===== src/rtl/scan_fault_pkg.sv =====
package scan_fault_pkg;
    // apb map: printed offsets are indices, byte address is index times four
    localparam int unsigned FAULTS_IDX     = 8;
    localparam int unsigned SLOT_CNT_IDX   = 9;
    localparam int unsigned SLOT_BASE_IDX  = 10;
    localparam int unsigned NUM_SLOTS      = 19;
    localparam logic [11:0] FAULTS_ADDR    = 12'(FAULTS_IDX * 4);
    localparam logic [11:0] SLOT_CNT_ADDR  = 12'(SLOT_CNT_IDX * 4);
    localparam logic [11:0] SLOT_BASE_ADDR = 12'(SLOT_BASE_IDX * 4);
    localparam logic [11:0] SLOT_END_ADDR  = 12'((SLOT_BASE_IDX + NUM_SLOTS) * 4);
    localparam logic [11:0] CTRL_ADDR      = 12'h080;
    localparam logic [11:0] STATUS_ADDR    = 12'h084;
    localparam int unsigned SLOT_AW        = 5;

    // fault byte fields
    localparam int unsigned F_SYNC   = 0;
    localparam int unsigned F_STORE  = 2;
    localparam int unsigned F_WDOG   = 3;
    localparam int unsigned F_REDUN  = 6;
    localparam int unsigned F_TIMING = 7;
    localparam logic [7:0]  FAULT_USED_MASK = 8'hcd;

    // slot status codes
    localparam logic [7:0] SLOT_UNCONF  = 8'h00;
    localparam logic [7:0] SLOT_EMPTY   = 8'h01;
    localparam logic [7:0] SLOT_DISCORD = 8'h02;
    localparam logic [7:0] SLOT_OPER    = 8'h04;
    localparam logic [7:0] SLOT_USERF   = 8'h05;
    localparam logic [7:0] SLOT_FAULT   = 8'hff;

    // control register: protection level
    localparam logic [2:0] PROT_RESET = 3'h3;
    localparam logic [2:0] PROT_LVL1  = 3'h1;
    localparam logic [2:0] PROT_LVL2  = 3'h2;
    localparam logic [2:0] PROT_LVL4  = 3'h4;
    localparam int unsigned PROT_W    = 3;

    // status register fields
    localparam int unsigned ST_MODE_LSB = 0;
    localparam int unsigned ST_DENIED   = 3;
    localparam int unsigned ST_NBFAULT  = 4;
    localparam int unsigned ST_STANDALN = 5;

    // network command opcodes
    localparam logic [2:0] CMD_COMMIT_IDLE  = 3'h1;
    localparam logic [2:0] CMD_COMMIT_READY = 3'h2;
    localparam logic [2:0] CMD_COMMIT_RUN   = 3'h3;
    localparam logic [2:0] CMD_FORCE        = 3'h4;
    localparam logic [2:0] CMD_EXIT_SA      = 3'h5;

    // timing
    localparam longint unsigned CLK_HZ     = 100_000_000;
    localparam longint unsigned TICK_MAX_MS = 10;
    localparam int unsigned TICK_LIMIT_CYC = int'(TICK_MAX_MS * (CLK_HZ / 1000));
    localparam int unsigned TICK_CNT_W     = 21;

    typedef enum logic [2:0] {
        MODE_IDLE,
        MODE_READY,
        MODE_RUN,
        MODE_SA_IDLE,
        MODE_SA_READY
    } mode_t;
endpackage


===== src/rtl/slot_status_mem.sv =====
`timescale 1ns/1ps
module slot_status_mem
    import scan_fault_pkg::*;
(
    input  wire logic               pclk,
    input  wire logic               presetn,
    input  wire logic               ce,
    input  wire logic               wr_en,
    input  wire logic [SLOT_AW-1:0] wr_addr,
    input  wire logic [7:0]         wr_data,
    input  wire logic [SLOT_AW-1:0] rd_addr,
    output logic      [7:0]         rd_data
);
    logic [7:0] mem [NUM_SLOTS];
    logic [7:0] rd_nxt;

    // read word selection, out of range reads zero
    always_comb begin
        rd_nxt = 8'h00;
        if (32'(rd_addr) < NUM_SLOTS) begin
            rd_nxt = mem[rd_addr];
        end
    end

    // storage array, no reset needed since every slot is rewritten each sweep
    always_ff @(posedge pclk) begin
        if (ce && wr_en && 32'(wr_addr) < NUM_SLOTS) begin
            mem[wr_addr] <= wr_data;
        end
    end

    // registered read data
    always_ff @(posedge pclk or negedge presetn) begin
        if (!presetn) begin
            rd_data <= 8'h00;
        end else if (ce) begin
            rd_data <= rd_nxt;
        end
    end
endmodule // slot_status_mem


===== src/rtl/scanner_fault_status.sv =====
// Behaviour
// fault bit 0 follows loss of time synchronisation, clears itself on regain
// fault bit 2 set on failed store, cleared by a later good store
// fault bit 3 set on watchdog idle, cleared by commit to ready or run
// fault bit 6 follows loss of redundant medium, clears when both work
// fault bit 7 set when tick routine exceeds 10 ms, cleared by commit
// configured slot reports 01 when empty, 02 when module mismatches
// slot reports 04 when matching module is present and working
// slot reports 05 on chattering input or module-reported fault
// slot reports ff when matching module is present but not functional
// edits in wrong mode or level are denied; any key clears denial
// terminal reads and changes allowed by default, blocked at level 1 or 2
// level 4 lets the terminal view and write selected parameters
// terminal reads are served in every mode
// edits and forcing only in standalone idle or standalone ready
// combined mode request: idle to standalone idle, ready to standalone ready
// standalone modes ignore every network command
// scanner non-blocking summary set while fault byte is nonzero
// reserved fault bits read zero and are never set
`timescale 1ns/1ps
module scanner_fault_status
    import scan_fault_pkg::*;
#(
    parameter int unsigned TICK_LIMIT = TICK_LIMIT_CYC
)(
    input  wire logic                 pclk,
    input  wire logic                 presetn,
    input  wire logic                 ce,
    input  wire logic                 psel,
    input  wire logic                 penable,
    input  wire logic                 pwrite,
    input  wire logic [11:0]          paddr,
    input  wire logic [31:0]          pwdata,
    output logic      [31:0]          prdata,
    output logic                      pready,
    output logic                      pslverr,
    input  wire logic                 sync_lost_pin,
    input  wire logic                 redun_lost_pin,
    input  wire logic                 wdog_pin,
    input  wire logic                 tick_busy_pin,
    input  wire logic [NUM_SLOTS-1:0] slot_cfg_pin,
    input  wire logic [NUM_SLOTS-1:0] slot_present_pin,
    input  wire logic [NUM_SLOTS-1:0] slot_match_pin,
    input  wire logic [NUM_SLOTS-1:0] slot_ok_pin,
    input  wire logic [NUM_SLOTS-1:0] slot_userf_pin,
    input  wire logic                 store_done,
    input  wire logic                 store_err,
    input  wire logic                 net_cmd_valid,
    input  wire logic [2:0]           net_cmd_op,
    output logic                      net_cmd_ignored,
    output logic                      net_force_ok,
    input  wire logic                 term_key,
    input  wire logic                 term_mode_req,
    input  wire logic                 term_exit_req,
    input  wire logic                 term_read_req,
    input  wire logic                 term_edit_req,
    input  wire logic                 term_param_req,
    input  wire logic                 term_force_req,
    output logic                      term_granted,
    output logic                      term_denied,
    output logic [2:0]                op_mode,
    output logic                      scanner_nb_fault
);
    // two-stage synchronisers for pin inputs
    logic [3:0]           lvl_s1_r, lvl_s2_r;
    logic [NUM_SLOTS-1:0] cfg_s1_r, cfg_s2_r, pres_s1_r, pres_s2_r, match_s1_r, match_s2_r;
    logic [NUM_SLOTS-1:0] ok_s1_r, ok_s2_r, uf_s1_r, uf_s2_r;
    logic                 wdog_d_r;

    always_ff @(posedge pclk or negedge presetn) begin
        if (!presetn) begin
            lvl_s1_r   <= 4'h0;
            lvl_s2_r   <= 4'h0;
            cfg_s1_r   <= '0;
            cfg_s2_r   <= '0;
            pres_s1_r  <= '0;
            pres_s2_r  <= '0;
            match_s1_r <= '0;
            match_s2_r <= '0;
            ok_s1_r    <= '0;
            ok_s2_r    <= '0;
            uf_s1_r    <= '0;
            uf_s2_r    <= '0;
            wdog_d_r   <= 1'b0;
        end else if (ce) begin
            lvl_s1_r   <= {tick_busy_pin, wdog_pin, redun_lost_pin, sync_lost_pin};
            lvl_s2_r   <= lvl_s1_r;
            cfg_s1_r   <= slot_cfg_pin;
            cfg_s2_r   <= cfg_s1_r;
            pres_s1_r  <= slot_present_pin;
            pres_s2_r  <= pres_s1_r;
            match_s1_r <= slot_match_pin;
            match_s2_r <= match_s1_r;
            ok_s1_r    <= slot_ok_pin;
            ok_s2_r    <= ok_s1_r;
            uf_s1_r    <= slot_userf_pin;
            uf_s2_r    <= uf_s1_r;
            wdog_d_r   <= lvl_s2_r[2];
        end
    end

    logic sync_lost, redun_lost, wdog_evt, tick_busy;
    assign sync_lost  = lvl_s2_r[0];
    assign redun_lost = lvl_s2_r[1];
    assign wdog_evt   = lvl_s2_r[2] & ~wdog_d_r;
    assign tick_busy  = lvl_s2_r[3];

    // operating mode and command handling
    mode_t      mode_r, mode_nxt;
    logic [2:0] prot_r, prot_nxt;
    logic       standalone, cmd_ok, commit_any, commit_go;
    logic       ign_nxt, ign_r, fok_nxt, fok_r;
    logic       grant_nxt, grant_r, deny_nxt, deny_r;
    logic       read_ok, edit_ok, param_ok, edit_try;

    assign standalone = (mode_r == MODE_SA_IDLE) || (mode_r == MODE_SA_READY);
    assign cmd_ok     = net_cmd_valid && !standalone;
    assign commit_any = cmd_ok && (net_cmd_op == CMD_COMMIT_IDLE ||
                        net_cmd_op == CMD_COMMIT_READY || net_cmd_op == CMD_COMMIT_RUN);
    assign commit_go  = cmd_ok && (net_cmd_op == CMD_COMMIT_READY || net_cmd_op == CMD_COMMIT_RUN);

    // protection and mode gating for terminal access
    assign read_ok  = (prot_r != PROT_LVL1) && (prot_r != PROT_LVL2);
    assign edit_ok  = read_ok && standalone;
    assign param_ok = edit_ok && (prot_r == PROT_LVL4);
    assign edit_try = term_edit_req | term_force_req | term_param_req;

    always_comb begin
        mode_nxt  = mode_r;
        ign_nxt   = net_cmd_valid && standalone;
        fok_nxt   = cmd_ok && (net_cmd_op == CMD_FORCE);
        grant_nxt = 1'b0;
        deny_nxt  = deny_r;
        if (term_key) begin
            deny_nxt = 1'b0;
        end
        unique case (mode_r)
            MODE_IDLE, MODE_READY, MODE_RUN: begin
                if (wdog_evt) begin
                    mode_nxt = MODE_IDLE;
                end else if (term_mode_req && mode_r == MODE_IDLE) begin
                    mode_nxt = MODE_SA_IDLE;
                end else if (term_mode_req && mode_r == MODE_READY) begin
                    mode_nxt = MODE_SA_READY;
                end else if (cmd_ok && net_cmd_op == CMD_COMMIT_IDLE) begin
                    mode_nxt = MODE_IDLE;
                end else if (cmd_ok && net_cmd_op == CMD_COMMIT_READY) begin
                    mode_nxt = MODE_READY;
                end else if (cmd_ok && net_cmd_op == CMD_COMMIT_RUN) begin
                    mode_nxt = MODE_RUN;
                end
            end
            MODE_SA_IDLE: begin
                if (term_exit_req) begin
                    mode_nxt = MODE_IDLE;
                end
            end
            MODE_SA_READY: begin
                if (term_exit_req) begin
                    mode_nxt = MODE_READY;
                end
            end
            default: mode_nxt = MODE_IDLE;
        endcase
        if (term_read_req) begin
            grant_nxt = read_ok;
            if (!read_ok) begin
                deny_nxt = 1'b1;
            end
        end
        if (edit_try) begin
            if ((term_param_req && param_ok) || (!term_param_req && edit_ok)) begin
                grant_nxt = 1'b1;
            end else begin
                grant_nxt = 1'b0;
                deny_nxt  = 1'b1;
            end
        end
    end

    always_ff @(posedge pclk or negedge presetn) begin
        if (!presetn) begin
            mode_r  <= MODE_IDLE;
            ign_r   <= 1'b0;
            fok_r   <= 1'b0;
            grant_r <= 1'b0;
            deny_r  <= 1'b0;
        end else if (ce) begin
            mode_r  <= mode_nxt;
            ign_r   <= ign_nxt;
            fok_r   <= fok_nxt;
            grant_r <= grant_nxt;
            deny_r  <= deny_nxt;
        end
    end

    // fault byte with sticky and self-clearing bits, set wins over clear
    logic [7:0]            flt_r, flt_nxt;
    logic [TICK_CNT_W-1:0] tick_cnt_r, tick_cnt_nxt;
    logic                  tick_over;

    assign tick_over = tick_busy && (32'(tick_cnt_r) > TICK_LIMIT);

    always_comb begin
        flt_nxt           = flt_r & FAULT_USED_MASK;
        tick_cnt_nxt      = tick_cnt_r;
        if (!tick_busy) begin
            tick_cnt_nxt = '0;
        end else if (!tick_over) begin
            tick_cnt_nxt = tick_cnt_r + 1'b1;
        end
        flt_nxt[F_SYNC]   = sync_lost;
        flt_nxt[F_REDUN]  = redun_lost;
        if (store_done && !store_err) begin
            flt_nxt[F_STORE] = 1'b0;
        end
        if (store_err) begin
            flt_nxt[F_STORE] = 1'b1;
        end
        if (commit_go) begin
            flt_nxt[F_WDOG] = 1'b0;
        end
        if (wdog_evt) begin
            flt_nxt[F_WDOG] = 1'b1;
        end
        if (commit_any) begin
            flt_nxt[F_TIMING] = 1'b0;
        end
        if (tick_over) begin
            flt_nxt[F_TIMING] = 1'b1;
        end
    end

    always_ff @(posedge pclk or negedge presetn) begin
        if (!presetn) begin
            flt_r      <= 8'h00;
            tick_cnt_r <= '0;
        end else if (ce) begin
            flt_r      <= flt_nxt;
            tick_cnt_r <= tick_cnt_nxt;
        end
    end

    // slot sweep: one slot evaluated and stored per cycle
    logic [SLOT_AW-1:0] sweep_r, sweep_nxt;
    logic [7:0]         code;
    logic [7:0]         mem_rd;
    logic [SLOT_AW-1:0] mem_raddr;

    always_comb begin
        sweep_nxt = (32'(sweep_r) == NUM_SLOTS - 1) ? '0 : sweep_r + 1'b1;
        if (!cfg_s2_r[sweep_r]) begin
            code = SLOT_UNCONF;
        end else if (!pres_s2_r[sweep_r]) begin
            code = SLOT_EMPTY;
        end else if (!match_s2_r[sweep_r]) begin
            code = SLOT_DISCORD;
        end else if (!ok_s2_r[sweep_r]) begin
            code = SLOT_FAULT;
        end else if (uf_s2_r[sweep_r]) begin
            code = SLOT_USERF;
        end else begin
            code = SLOT_OPER;
        end
    end

    always_ff @(posedge pclk or negedge presetn) begin
        if (!presetn) begin
            sweep_r <= '0;
        end else if (ce) begin
            sweep_r <= sweep_nxt;
        end
    end

    assign mem_raddr = SLOT_AW'((paddr - SLOT_BASE_ADDR) >> 2);

    slot_status_mem u_slot_mem (
        .pclk    (pclk),
        .presetn (presetn),
        .ce      (ce),
        .wr_en   (1'b1),
        .wr_addr (sweep_r),
        .wr_data (code),
        .rd_addr (mem_raddr),
        .rd_data (mem_rd)
    );

    // apb slave, one wait state on every access
    logic        done_r, done_nxt;
    logic [31:0] rdata_r, rdata_nxt;
    logic        err_r, err_nxt;
    logic        is_slot, mapped, acc;

    assign is_slot = (paddr >= SLOT_BASE_ADDR) && (paddr < SLOT_END_ADDR) && (paddr[1:0] == 2'b00);
    assign mapped  = is_slot || paddr == FAULTS_ADDR || paddr == SLOT_CNT_ADDR ||
                     paddr == CTRL_ADDR || paddr == STATUS_ADDR;
    assign acc     = psel && penable;

    always_comb begin
        done_nxt  = 1'b0;
        rdata_nxt = rdata_r;
        err_nxt   = err_r;
        prot_nxt  = prot_r;
        if (acc && !done_r) begin
            done_nxt  = 1'b1;
            err_nxt   = !mapped;
            rdata_nxt = 32'h0;
            if (!pwrite) begin
                unique case (1'b1)
                    paddr == FAULTS_ADDR:   rdata_nxt = {24'h0, flt_r & FAULT_USED_MASK};
                    paddr == SLOT_CNT_ADDR: rdata_nxt = 32'(NUM_SLOTS);
                    paddr == CTRL_ADDR:     rdata_nxt = {29'h0, prot_r};
                    paddr == STATUS_ADDR:   rdata_nxt = 32'({standalone, scanner_nb_fault, deny_r, op_mode});
                    is_slot:                rdata_nxt = {24'h0, mem_rd};
                    default:                rdata_nxt = 32'h0;
                endcase
            end else if (paddr == CTRL_ADDR) begin
                prot_nxt = pwdata[PROT_W-1:0];
            end
        end
    end

    always_ff @(posedge pclk or negedge presetn) begin
        if (!presetn) begin
            done_r  <= 1'b0;
            rdata_r <= 32'h0;
            err_r   <= 1'b0;
            prot_r  <= PROT_RESET;
        end else if (ce) begin
            done_r  <= done_nxt;
            rdata_r <= rdata_nxt;
            err_r   <= err_nxt;
            prot_r  <= prot_nxt;
        end
    end

    // outputs
    assign pready           = acc && done_r;
    assign pslverr          = acc && done_r && err_r;
    assign prdata           = rdata_r;
    assign net_cmd_ignored  = ign_r;
    assign net_force_ok     = fok_r;
    assign term_granted     = grant_r;
    assign term_denied      = deny_r;
    assign op_mode          = mode_r;
    assign scanner_nb_fault = |flt_r;
endmodule // scanner_fault_status


===== config.mk =====
export PLATFORM = sky130hd
export DESIGN_NAME = scanner_fault_status
export DESIGN_NICKNAME = d
export VERILOG_FILES = /design/src/rtl/scan_fault_pkg.sv /design/src/rtl/slot_status_mem.sv /design/src/rtl/scanner_fault_status.sv
export SDC_FILE = /design/constraint.sdc
export NUM_CORES = 1
export LEC_CHECK = 0
export BUFFER_PORTS_ARGS = -buffer_cell sky130_fd_sc_hd__buf_2
export CAP_MARGIN = 20
export CORE_MARGIN = 4
export CORE_UTILIZATION = 40
export DETAILED_ROUTE_END_ITERATION = 10
export PLACE_DENSITY_LB_ADDON = 0.1
export SLEW_MARGIN = 20
export SYNTH_ARGS = -nofsm -noshare
export SYNTH_HDL_FRONTEND = slang
export SYNTH_HIERARCHICAL = 1
export SYNTH_SLANG_ARGS = --single-unit

===== constraint.sdc =====
create_clock -name pclk -period 8.5 [get_ports pclk]
set_clock_uncertainty 0.1 [all_clocks]
set_input_delay 1.275 -clock pclk [delete_from_list [all_inputs] [get_ports pclk]]
set_output_delay 1.275 -clock pclk [all_outputs]
set_load 0.02 [all_outputs]

# --- After elaboration in Yosys (flattened, before gate mapping) ---
# Memories as Yosys holds them, arrays and structs flattened.
# Index checks and enable logic that the tools add are counted.
word_totals:
  ramBits: 152
  register_bits: 282
  inputBits: 162
  n_memories: 1
memory_table:
  columns: ["memory", "words", "word_bits", "rd", "rd_ports_with_merged_regs", "write_ports", "line", "text"]
  rows:
  - ["u_slot_mem.mem", 19, 8, 1, 0, 1, "slot_status_mem.sv:14", "logic [7:0] mem [NUM_SLOTS];"]
classes:
  n_reduce_logical: 52
  n_addsub: 3
  magnitude_cmp: 6
  eq_ne: 20
  n_bitwise: 4
  mux: 47
op_table:
  columns: ["op", "count"]
  rows:
  - ["2-to-1 mux 8 bit", 6]
  - ["2-to-1 mux 21 bit", 2]
  - ["case mux 8 bit (5 select lines)", 1]
  - ["binary-select mux 1 bit (select 5 bit)", 5]
  - ["== test 12 x 6 -> 1 bit, second input constant", 2]
  - ["== test 12 x 8 -> 1 bit, second input constant", 2]
  - ["logical AND 1 bit", 24]
  - ["2-to-1 mux 3 bit", 8]
  - ["2-to-1 mux 1 bit", 23]
  - ["adder 21 x 1 -> 21 bit, second input constant", 1]
  - ["greater-than comparator 21 x 20 -> 1 bit, second input constant", 1]
  - ["== test 3 x 2 -> 1 bit, second input constant", 4]
  - ["greater-or-equal comparator 12 x 6 -> 1 bit, second input constant", 1]
  - ["less-than comparator 12 x 7 -> 1 bit, second input constant", 1]
  - ["less-than comparator 5 bit, second input constant", 2]
  - ["AND reduction 2 bit", 5]
  - ["== test 3 bit, second input constant", 3]
  - ["logical OR 1 bit", 9]
  - ["case mux 3 bit (3 select lines)", 1]
  - ["AND reduction 4 bit", 2]
  - ["!= test 7 bit, second input constant", 1]
  - ["subtractor 7 x 6 -> 7 bit, second input constant", 1]
  - ["== test 3 x 1 -> 1 bit, second input constant", 2]
  - ["less-than comparator 5 x 6 -> 1 bit, second input constant", 1]
  - ["other kinds (15)", 24]

# --- Logic depth before layout (Yosys ltp) ---
# Gate-level depths: netlist of the first run.
logic_depth:
  word_depth: 12
  ltp_mapped: 9

# --- Modules after synthesis ---
# Netlist of the first run, hierarchy kept.
by_module_without_submodules:
  columns: ["mod", "seq_area_each_um2", "cells_per_inst", "area_each_um2", "n_inst"]
  rows:
  - ["scanner_fault_status", 6258.5, 855, 11367.2, 1]
  - ["slot_status_mem", 4764.6, 345, 6364.9, 1]

# --- Worst setup path after synthesis of the first run ---
# OpenSTA, ideal clock, no wires.
synth_timing:
  path_kind: "reg2reg"
  startpoint: "reg sweep_r[0]"
  endpoint: "mem u_slot_mem.mem[0][3], data pin"
  t_required_ns: 7.490
  n_path_buf: 3
  setup_slack_ns: 2.082
  synth_period_minus_slack_ns: 6.418
  stages_incl_launch_ff: 9
  t_arrival_ns: 5.408
  setup_time_ns: 0.910
  cell_sequence: "dfrtp_1 buf_4 buf_4 buf_2 nor2b_1 a21oi_1 o221ai_1 nand2_1 nor3_1"
synth_via:
  elab_chain_len: 6
  elab_cells_between_ends: 12
synth_rtl:
  columns: ["item", "line", "text"]
  rows:
  - ["from (decl)", "scanner_fault_status.sv:245", "logic [SLOT_AW-1:0] sweep_r, sweep_nxt;"]
  - ["from (signal assigned)", "scanner_fault_status.sv:271", "sweep_r <= sweep_nxt;"]
  - ["binary-select mux 1 bit (select 5 bit)", "scanner_fault_status.sv:258", "end else if (!ok_s2_r[sweep_r]) begin"]
  - ["2-to-1 mux 1 bit (not written as such)", "scanner_fault_status.sv:258", null]
  - ["2-to-1 mux 8 bit", "scanner_fault_status.sv:258", null]
  - ["2-to-1 mux 8 bit", "scanner_fault_status.sv:256", "end else if (!match_s2_r[sweep_r]) begin"]
  - ["2-to-1 mux 8 bit", "scanner_fault_status.sv:254", "end else if (!pres_s2_r[sweep_r]) begin"]
  - ["2-to-1 mux 8 bit *", "scanner_fault_status.sv:252", "if (!cfg_s2_r[sweep_r]) begin"]
  - ["net code[3]", "scanner_fault_status.sv:246", "logic [7:0] code;"]
  - ["to (decl)", "slot_status_mem.sv:14", null]
# The timed path passes the listed nets; every way through them passes the cells marked *. The select of a mux whose other input is x is not followed.

# --- Final worst setup path of the first run ---
layout_timing:
  startpoint: "in paddr[3]"
  endpoint: "reg u_slot_mem.rd_data[3]"
layout_via:
  elab_chain_len: 3
  elab_cells_between_ends: 4
layout_rtl:
  columns: ["item", "line", "text"]
  rows:
  - ["from (decl)", "scanner_fault_status.sv:32", "input wire logic [11:0] paddr,"]
  - ["subtractor 7 x 6 -> 7 bit *", "scanner_fault_status.sv:275", "assign mem_raddr = SLOT_AW'((paddr - SLOT_BASE_ADDR) >> 2);"]
  - ["net mem_raddr[1]", "scanner_fault_status.sv:248", "logic [SLOT_AW-1:0] mem_raddr;"]
  - ["memory read (19 x 8 bit) or less-than comparator 5 bit (tied branches)", null, null]
  - ["2-to-1 mux 8 bit *", "slot_status_mem.sv:20", "if (32'(rd_addr) < NUM_SLOTS) begin"]
  - ["to (signal assigned)", "slot_status_mem.sv:37", "rd_data <= rd_nxt;"]
  - ["to (decl)", "slot_status_mem.sv:12", "output logic [7:0] rd_data"]
# The timed path passes the listed nets; every way through them passes the cells marked *.
# A chain may end at the register's enable or synchronous reset.

==> metrics.yaml, run 1 <==
yosys:
  synth.top_cell.area_share: 0.361
  syn_area_um2: 17700
  synth_edf_count: 152
  ys_async_sr_fraction: 0.629
  ys_warn_count: 6
  ys_seq_elements: 410
  synth_top_flop_cell: "dfrtp_1"
  ys_seq_area_frac: 0.622
  synthesis.instances: 1200
  syn_avg_cell_area_um2: 14.8
  synth_area_leaders: "dfrtp_1 (36%), edfxtp_1 (26%), mux2_2 (14%), mux4_2 (4.6%), mux2i_1 (2.7%)"
  synth.distinct_cells: 75
  netlist.top_cell.by_area: "dfrtp_1"
setup_path:
  cp.required_ns: 8.83
  end_kind: "flip-flop"
  cp_data_arrival_time_ns: 4.06
  startpoint: "paddr[3]"
  rr_worst_depth: 7
  start_kind: "input pin"
  worstPathMaxFanout: 39
  r2r-start: "sweep_r[0]"
  rrSetupSlack_ns: 4.91
  r2r-end: "u_slot_mem/mem[4][1]"
  critPathKind: "input pin to flip-flop"
cts:
  holdBufCountCts: 0
  root_buffer: "clkbuf_16"
  clk_pin_slew_ns: 0.06
  cts_tree: "built"
  postCtsSetupRepairBufs: 0
  clockBufferDepth: 3
  postCtsResizedCells: 0
  cts_made_buffers: 45
  htree_levels: 2
  numClockSinks: 410
  insertion_delay_ns: 0.56
sta:
  post-route-period-util: 0.439
  fmax_mhz: 268
  report.final.slew_viol_count: 0
  tightest_slew_ns: 1.08
  rsz0062_at_grt: "false"
  finalCriticalPeriod_ns: 3.73
  hold_viol: 0
  relSlewSlack: 0.277
  tns_ns: 0
  final-setup-viol-count: 0
die:
  io_pins: 204
  start_util: 0.408
  die_y_um: 219
  core_um2: 43500
  rows: 76
  fp.dieW_um: 219
  die_area_um2: 47800
power_and_ir_drop:
  fin_total_pwr_mw: 5.18
  power.leakage_nw: 8.20
  powerDensity_nw_per_um2: 254
  ir_worst_vdd_mv: 0.150
final_layout:
  final_layout_size_suffix_gt1_frac: 0.375
  num-nets-final: 1520
  synthToLayoutAreaGrowth_pct: 15.2
  fillers: 3915
global_routing:
  track_usage: 0.156
  grt_overflow_total: 0
  grt_max_degree: 138
  grt_pass1_vias: 10500
  antenna_found_initial: 12
  grt_pass1_wl_um: 59100
placement:
  dpl.hpwl_um: 24100
  io_buffers: 150
  gp_congestion: 0.754
route:
  drcViolationCount: 0
  first_pass_iters: 5
  drt-wirelength-per-cell_um: 18.9
  drt_iter0_markers: 585
  routed_wl_um: 37300
  vias: 10300
  vias_per_cell: 5.20
  ant_nets: 0
worst_hold_path:
  min_delay_path_depth: 2
  min_to: "prdata[5]"
  min_path_type: "flip-flop to flip-flop"
  holdCritStartpoint: "prdata[5]"
status:
  status: "complete, no violations"
job:
  maxCapViolCount: 0
==> area by class of cell <==
type	instances	area (um^2)	share of cell area
inverter	22	82.6	0.00404
multi-input combinational	711	6270	0.307
clock inverter	12	88.8	0.00435
antenna	3	7.51	0.000367
tap	585	732	0.0358
sequential	410	11000	0.540
clock buffer	68	1350	0.0658
timing repair buffer	163	883	0.0432
==> worst max path at each step <==
| stage | end | depth (start not counted) |
|---|---|---|
| 2_1_floorplan | u_slot_mem/mem[0][3] | 8 |
| 3_3_place_gp | u_slot_mem/rd_data[6] | 9 |
| 3_5_place_dp | u_slot_mem/rd_data[3] | 9 |
| 4_1_cts | u_slot_mem/mem[4][1] | 7 |
| 5_1_grt | u_slot_mem/rd_data[3] | 9 |
| 6_report | u_slot_mem/rd_data[3] | 9 |
==> kinds of logic after synthesis <==
logic type      synth area share
fa+ha+maj                0.00353
simple gates              0.0629
mux                        0.222
other cells             0.000424
flops                      0.622
xor+xnor                 0.00296
buf+inv                   0.0304
compound gates            0.0561
==> synth_stat cells, types with 6 or more instances <==
cell	n
buf_4	28
nor2_1	57
o21ai_0	36
a31oi_1	10
inv_1	22
and2_1	13
mux2i_1	48
buf_2	8
mux4_2	36
and3_1	7
nand2b_1	9
a21oi_1	12
a311o_1	8
nor3_1	11
dfrtp_1	256
o31ai_1	13
nand3_1	14
o22ai_1	18
nand2_1	56
edfxtp_1	152
or3_1	6
mux2_4	9
nor2b_1	7
clkbuf_1	35
o21ai_1	8
mux2_2	221
==> sequential cells by signal (all words and copies together) (netlist names), 3 cells and up <==
signal and flops:
ok_s2_r 19, cfg_s1_r 19, flt_r 5, lvl_s1_r 4, u_slot_mem/mem 152, match_s2_r 19
lvl_s2_r 4, cfg_s2_r 19, pres_s2_r 19, sweep_r 5, prdata 8, u_slot_mem/rd_data 8
match_s1_r 19, pres_s1_r 19, prot_r 3, op_mode 3, ok_s1_r 19, uf_s2_r 19
uf_s1_r 19, tick_cnt_r 21
==> routing by layer <==
layer  GRT usage  vias to the layer above  part of all wire
li1            -                     4742                 -
met1       0.210                     5216              0.44
met2       0.255                      213              0.48
met3      0.0368                       68             0.050
met4      0.0447                       18             0.020
met5           0                        -            0.0028
==> per-stage QoR <==
step | worst slack (ns) | instance area [um^2] | hold slack [ns] | utilization | cells
2_1_floorplan | 2.08 | 17800 | 0.340 | - | 1224
3_3_place_gp | 4.15 | 19000 | 0.370 | 0.437 | 1891
3_5_place_dp | 4.16 | 19000 | 0.380 | 0.437 | 1891
4_1_cts | 4.46 | 20400 | 0.392 | 0.470 | 1971
5_1_grt | 4.58 | 20400 | 0.403 | 0.470 | 1973
6_report | 4.77 | 20400 | 0.391 | 0.470 | 1974
==> worst max-delay path: stages <==
cell	delay, ns
buf_2	0.12
inv_1	0.05
buf_4	0.47
ha_1	0.33
inv_1	0.66
nand2b_1	0.38
o22ai_1	0.30
a31oi_1	0.10
a311o_1	0.36
==> where the power goes <==
part | switching, mW | internal, mW
registers | 0.125 | 2.35
clock network | 0.765 | 1.12
logic | 0.474 | 0.355
total | 1.36 | 3.82
==> cells in the final DEF, fill, tap and decap left out, types with 14 or more instances in the layout <==
| cell type | n |
|---|---|
| inv_1 | 22 |
| nand2_1 | 56 |
| edfxtp_1 | 152 |
| nor2_1 | 56 |
| nand3_1 | 14 |
| mux2i_1 | 48 |
| buf_2 | 147 |
| conb_1 | 26 |
| dfrtp_1 | 255 |
| mux4_2 | 36 |
| o21ai_0 | 36 |
| o22ai_1 | 18 |
| mux2_2 | 221 |
| clkbuf_16 | 47 |
Note: power is estimated with default switching activity, not from simulation.
==> inputs of run 2 (changes only) <==
==> constraint.sdc (replaced) <==
create_clock -name pclk -period 3.2 [get_ports pclk]
set_clock_uncertainty 0.1 [all_clocks]
set_input_delay 0.48 -clock pclk [delete_from_list [all_inputs] [get_ports pclk]]
set_output_delay 0.48 -clock pclk [all_outputs]
set_load 0.02 [all_outputs]
==> metrics.yaml, run 2 (synthesized netlist as in run 1, its figures left out) <==
status:
  status: "complete, no violations"
setup_path:
  end_kind: "flip-flop"
  cp.required_ns: 3.46  # -5.37 ns
  cp_data_arrival_time_ns: 3.23  # -0.83 ns
  start_kind: "flip-flop"
  startpoint: "sweep_r[0]"
  r2r-start: "sweep_r[0]"
  critPathKind: "flip-flop to flip-flop"
  worstPathMaxFanout: 69  # +77%
die:
  die_y_um: 219  # unchanged
  rows: 76  # unchanged
  die_area_um2: 47800  # unchanged
  fp.dieW_um: 219  # unchanged
  io_pins: 204  # unchanged
  start_util: 0.408  # unchanged
  core_um2: 43500  # unchanged
sta:
  post-route-period-util: 0.925
  rsz0062_at_grt: "false"
  tightest_slew_ns: 0.956  # -0.128 ns
  relSlewSlack: 0.360  # +0.0827
  report.final.slew_viol_count: 0  # unchanged
  tns_ns: 0  # unchanged
  finalCriticalPeriod_ns: 2.96
  fmax_mhz: 338
  hold_viol: 0  # unchanged
  final-setup-viol-count: 0  # unchanged
  fin_hold_ws_ns: 0.0362  # -0.355 ns
power_and_ir_drop:
  combPwrFrac: 0.174  # +0.014
  p_seq_frac: 0.454  # -0.023
  powerDensity_nw_per_um2: 679  # +170%
  p_int_mw: 10.7  # +180%
  switching_power_mw: 3.74  # +170%
  clkPwrFrac: 0.373  # +0.010
  power.leakage_nw: 8.62  # +5.0%
  ir_worst_vdd_mv: 0.394  # +160%
  switching_share: 0.260  # -0.00320
placement:
  io_buffers: 150  # unchanged
  dpl.cell_count: 1935  # +2.3%
  dpl.hpwl_um: 25100  # +4.1%
  gp_congestion: 0.759  # +0.61%
final_layout:
  num-nets-final: 1586  # +4.3%
  instances_no_fill: 2042  # +3.4%
  synthToLayoutAreaGrowth_pct: 19.7
  top_register: "u_slot_mem/mem"
  layout_commonest_cell: "dfrtp_1"
  largest_registers: "u_slot_mem/mem: 152 flops, tick_cnt_r: 21 flops"
  final_layout_size_suffix_gt1_frac: 0.394  # +0.0186
  largest_reg_flops: 152  # unchanged
  layout_common_cells: "dfrtp_1 (254), mux2_2 (221), edfxtp_1 (152)"
global_routing:
  track_usage: 0.156  # +0.000282
  grt_pass1_vias: 10500  # -0.48%
  grt_pass1_wl_um: 59200  # about the same
  grt_overflow_total: 0  # unchanged
  antenna_found_initial: 8  # -4
  grt_max_degree: 147  # +6.5%
route:
  drcViolationCount: 0  # unchanged
  routed_wl_um: 37500  # +0.39%
  first_pass_iters: 6  # +1
  vias_per_cell: 5.08  # -2.3%
  drt-wirelength-per-cell_um: 18.3  # -2.9%
  vias: 10400  # +1.1%
  drt_iter0_markers: 613  # +4.8%
  ant_nets: 0  # unchanged
cts:
  cts_tree: "built"
  postCtsSetupRepairBufs: 0  # unchanged
  htree_levels: 2  # unchanged
  clk_pin_slew_ns: 0.06  # about the same
  cts_made_buffers: 45  # unchanged
  postCtsResizedCells: 0  # unchanged
  root_buffer: "clkbuf_16"
  insertion_delay_ns: 0.57  # about the same
  numClockSinks: 410  # unchanged
  clockBufferDepth: 3  # unchanged
worst_hold_path:
  holdCritStartpoint: "slot_match_pin[9]"
  min_path_type: "input pin to flip-flop"
job:
  maxCapViolCount: 0  # unchanged
[run 2: power by group through the flow]
stage / combinational (mW) / clock (mW) / sequential (mW)
5_1_grt: 2.76 / 5.77 / 6.60
6_report: 2.50 / 5.37 / 6.53
4_1_cts: 2.54 / 5.55 / 6.55
3_5_place_dp: 2.51 / 0 / 6.65
2_1_floorplan: 1.62 / 0 / 6.53
3_3_place_gp: 2.47 / 0 / 6.63
[run 2: metrics by stage]
stage	util	total power [mW]	area (um^2)	setup slack [ns]
after CTS	0.488	14.6	21200	0.0273
after detailed placement	0.447	9.16	19400	0.0375
final	0.488	14.4	21200	0.239
after floorplan	-	8.15	17900	-0.218
after global placement	0.447	9.11	19400	0.0907
after global routing	0.488	15.1	21200	0.120
[run 2: worst max-delay path: stages, from the launching register on]
cell and delay, ns:
dfrtp_2 0.38, buf_12 0.14, mux4_2 0.50, mux2i_1 0.27
nor3_1 0.10, a211o_1 0.34, nor3_4 0.55, buf_12 0.32
[run 2: layout make-up]
class	instances	area, um^2
antenna	2	5.00
clock inverter	15	204
sequential	410	11000
inverter	22	82.6
multi-input combinational	712	6290
clock buffer	68	1360
fill	3883	22200
timing repair buffer	228	1520
tap	585	732
[run 2: path summary, 6_finish.rpt]
check,end,slack [ns],depth (start not counted)
max in group asynchronous,uf_s1_r[12],1.71,3
worst min-delay path,match_s1_r[9],0.04,2
worst max register to register,u_slot_mem/mem[8][4],0.24,7
min in group asynchronous,pres_s1_r[10],0.42,2
worst min register to register,prdata[2],0.39,2
worst max-delay path,u_slot_mem/mem[8][4],0.24,7
[run 2: layer usage]
metal | vias to the layer above | track usage | wire length (um)
met3 | 55 | 0.0364 | 1790
met4 | 14 | 0.0457 | 674
met1 | 5248 | 0.214 | 17100
li1 | 4888 | - | -
met2 | 163 | 0.251 | 17800
met5 | - | 0 | 101
[run 2: repair_timing]
action | CTS | global route
hold buffers | 21 | 0
endpoints found under the setup margin | 0 | 69
hold endpoints to repair | 108 | 0
==> inputs of run 3 (changes only) <==
--- a/config.mk
+++ b/config.mk
@@ -8,9 +8,10 @@
 export BUFFER_PORTS_ARGS = -buffer_cell sky130_fd_sc_hd__buf_2
 export CAP_MARGIN = 20
 export CORE_MARGIN = 4
-export CORE_UTILIZATION = 40
+export CORE_UTILIZATION = 45
 export DETAILED_ROUTE_END_ITERATION = 10
 export PLACE_DENSITY_LB_ADDON = 0.1
+export SETUP_SLACK_MARGIN = 0.02
 export SLEW_MARGIN = 20
 export SYNTH_ARGS = -nofsm -noshare
 export SYNTH_HDL_FRONTEND = slang
==> metrics.yaml, run 3 (synthesized netlist as in run 1, its figures left out) <==
die:
  die_area_um2: 42600  # -11%
  io_pins: 204  # unchanged
  rows: 72  # -5.3%
  start_util: 0.457  # +0.0487
  die_y_um: 207  # -5.5%
  fp.dieW_um: 207  # -5.5%
  core_um2: 38800  # -11%
power_and_ir_drop:
  p_seq_frac: 0.466  # +0.012
  p_int_mw: 10.4  # -2.5%
  combPwrFrac: 0.166  # -0.008
  power.leakage_nw: 8.43  # -2.2%
  powerDensity_nw_per_um2: 680  # +0.23%
  switching_power_mw: 3.72  # -0.64%
  clkPwrFrac: 0.369  # -0.004
  switching_share: 0.264  # +0.00365
  ir_worst_vdd_mv: 0.389  # -1.3%
setup_path:
  path_cells: "mux4_2, mux2i_1, nor3_1, a211o_1, nor3_4, buf_12"
  cp_data_arrival_time_ns: 3.11  # -0.12 ns
  cp_num_buf_inv: 1  # -1
  crit_family: "multiplexers"
  rrSetupSlack_ns: 0.32  # +0.08 ns
  max_stage_delay_ns: 0.68  # +0.13 ns
  critPathKind: "flip-flop to flip-flop"
  cp.required_ns: 3.43  # -0.03 ns
  crit_slowest_cell: "dfrtp_2"
  end_kind: "flip-flop"
  worstPathMaxFanout: 95  # +38%
  start_kind: "flip-flop"
global_routing:
  grt_max_degree: 135  # -8.2%
  track_usage: 0.177  # +0.0206
  grt_pass1_vias: 10900  # +3.9%
  antenna_found_initial: 6  # -2
  grt_overflow_total: 0  # unchanged
  grt_pass1_wl_um: 59500  # +0.56%
final_layout:
  top_register: "u_slot_mem/mem"
  num-nets-final: 1555  # -2.0%
  synthToLayoutAreaGrowth_pct: 17.0
  final_layout_size_suffix_gt1_frac: 0.391  # -0.00294
  fillers: 3316  # -15%
  layout_commonest_cell: "dfrtp_1"
  seq_area_um2: 11000  # unchanged
  largest_reg_flops: 152  # unchanged
  layout_common_cells: "dfrtp_1 (254), mux2_2 (221), edfxtp_1 (152)"
  largest_registers: "u_slot_mem/mem: 152 flops, tick_cnt_r: 21 flops"
  multiInputGateArea_um2: 6280  # -0.20%
sta:
  final-setup-viol-count: 0  # unchanged
  report.final.slew_viol_count: 0  # unchanged
  hold_viol: 0  # unchanged
  post-route-period-util: 0.900  # -0.0252
  fmax_mhz: 347  # +2.8%
  fin_hold_ws_ns: 0.0438  # +0.00760 ns
  relSlewSlack: 0.293  # -0.0669
  rsz0062_at_grt: "false"
  setup_ws_ns: 0.319  # +0.0808 ns
  tightest_slew_ns: 1.06  # +0.104 ns
  finalCriticalPeriod_ns: 2.88  # -0.0808 ns
cts:
  cts_made_buffers: 46  # +2.2%
  numClockSinks: 410  # unchanged
  root_buffer: "clkbuf_16"
  cts_tree: "built"
  insertion_delay_ns: 0.57  # about the same
  htree_levels: 2  # unchanged
  clk_pin_slew_ns: 0.06  # about the same
  clockBufferDepth: 3  # unchanged
route:
  vias_per_cell: 5.33  # +4.9%
  drt_iter0_markers: 647  # +5.5%
  drcViolationCount: 0  # unchanged
  routed_wl_um: 36800  # -1.7%
  vias: 10400  # -0.13%
  drt-wirelength-per-cell_um: 18.9  # +3.3%
  ant_nets: 0  # unchanged
  first_pass_iters: 4  # -2
job:
  maxCapViolCount: 0  # unchanged
placement:
  dpl.hpwl_um: 24400  # -2.5%
  dp_slack_ns: 0.303  # +0.266 ns
  gp_congestion: 0.825  # +8.8%
  io_buffers: 150  # unchanged
worst_hold_path:
  min_path_type: "input pin to flip-flop"
status:
  status: "complete, no violations"
run 3: cell count changes in the layout (fill, tap and decap cells not counted), moves of 2 or more:
cell / before / now
buf_4: 49 / 41
inv_6: 0 / 2
clkinv_1: 0 / 6
clkbuf_8: 13 / 6
dlygate4sd3_1: 21 / 1
buf_12: 9 / 6
clkinvlp_4: 1 / 3
run 3: power by group through the flow:
stage                     clock [mW]  combinational (mW)  sequential [mW]
after CTS                       5.37                2.39             6.58
after global placement             0                2.33             6.67
after detailed placement           0                2.38             6.68
final                           5.21                2.34             6.57
after floorplan                    0                1.62             6.53
after global routing            5.58                2.58             6.64
run 3: per-stage QoR:
stage	cell area (um^2)	TNS [ns]	util	total power, mW	cells
after global routing	20700	0	0.534	14.8	1943
after global placement	19200	0	0.495	9.00	1857
after detailed placement	19200	0	0.495	9.06	1857
final	20800	0	0.534	14.1	1944
after CTS	20700	0	0.534	14.3	1943
after floorplan	17900	-20.68	-	8.15	1224
run 3: final cells by class:
| class | count | area share |
|---|---|---|
| Antenna cell | 1 | 0.000121 |
| Clock buffer | 60 | 0.0609 |
| Clock inverter | 25 | 0.0119 |
| Inverter | 22 | 0.00398 |
| Multi-Input combinational cell | 711 | 0.303 |
| Sequential cell | 410 | 0.531 |
| Tap cell | 518 | 0.0312 |
| Timing Repair Buffer | 197 | 0.0580 |
run 3: repair_timing:
item,CTS,global route
setup buffers,0,0
hold buffers,1,0
endpoints found under the hold margin,94,0
resized for setup,0,0
run 3: path summary, 6_finish.rpt:
path	from	end	cells past startpoint
max	sweep_r[0]	u_slot_mem/mem[16][4]	6
min	pwdata[2]	prot_r[2]	2
max reg2reg	sweep_r[0]	u_slot_mem/mem[16][4]	6
min reg2reg	err_r	err_r	2
max in group asynchronous	presetn	uf_s1_r[15]	3
min in group asynchronous	presetn	pres_s1_r[9]	2
run 3: layer usage:
| metal | up-vias | GRT usage | part of all wire |
|---|---|---|---|
| met5 | - | 0 | 0.0019 |
| met4 | 10 | 0.0523 | 0.021 |
| met3 | 61 | 0.0345 | 0.046 |
| met2 | 209 | 0.296 | 0.49 |
| met1 | 5237 | 0.237 | 0.44 |
| li1 | 4838 | - | - |
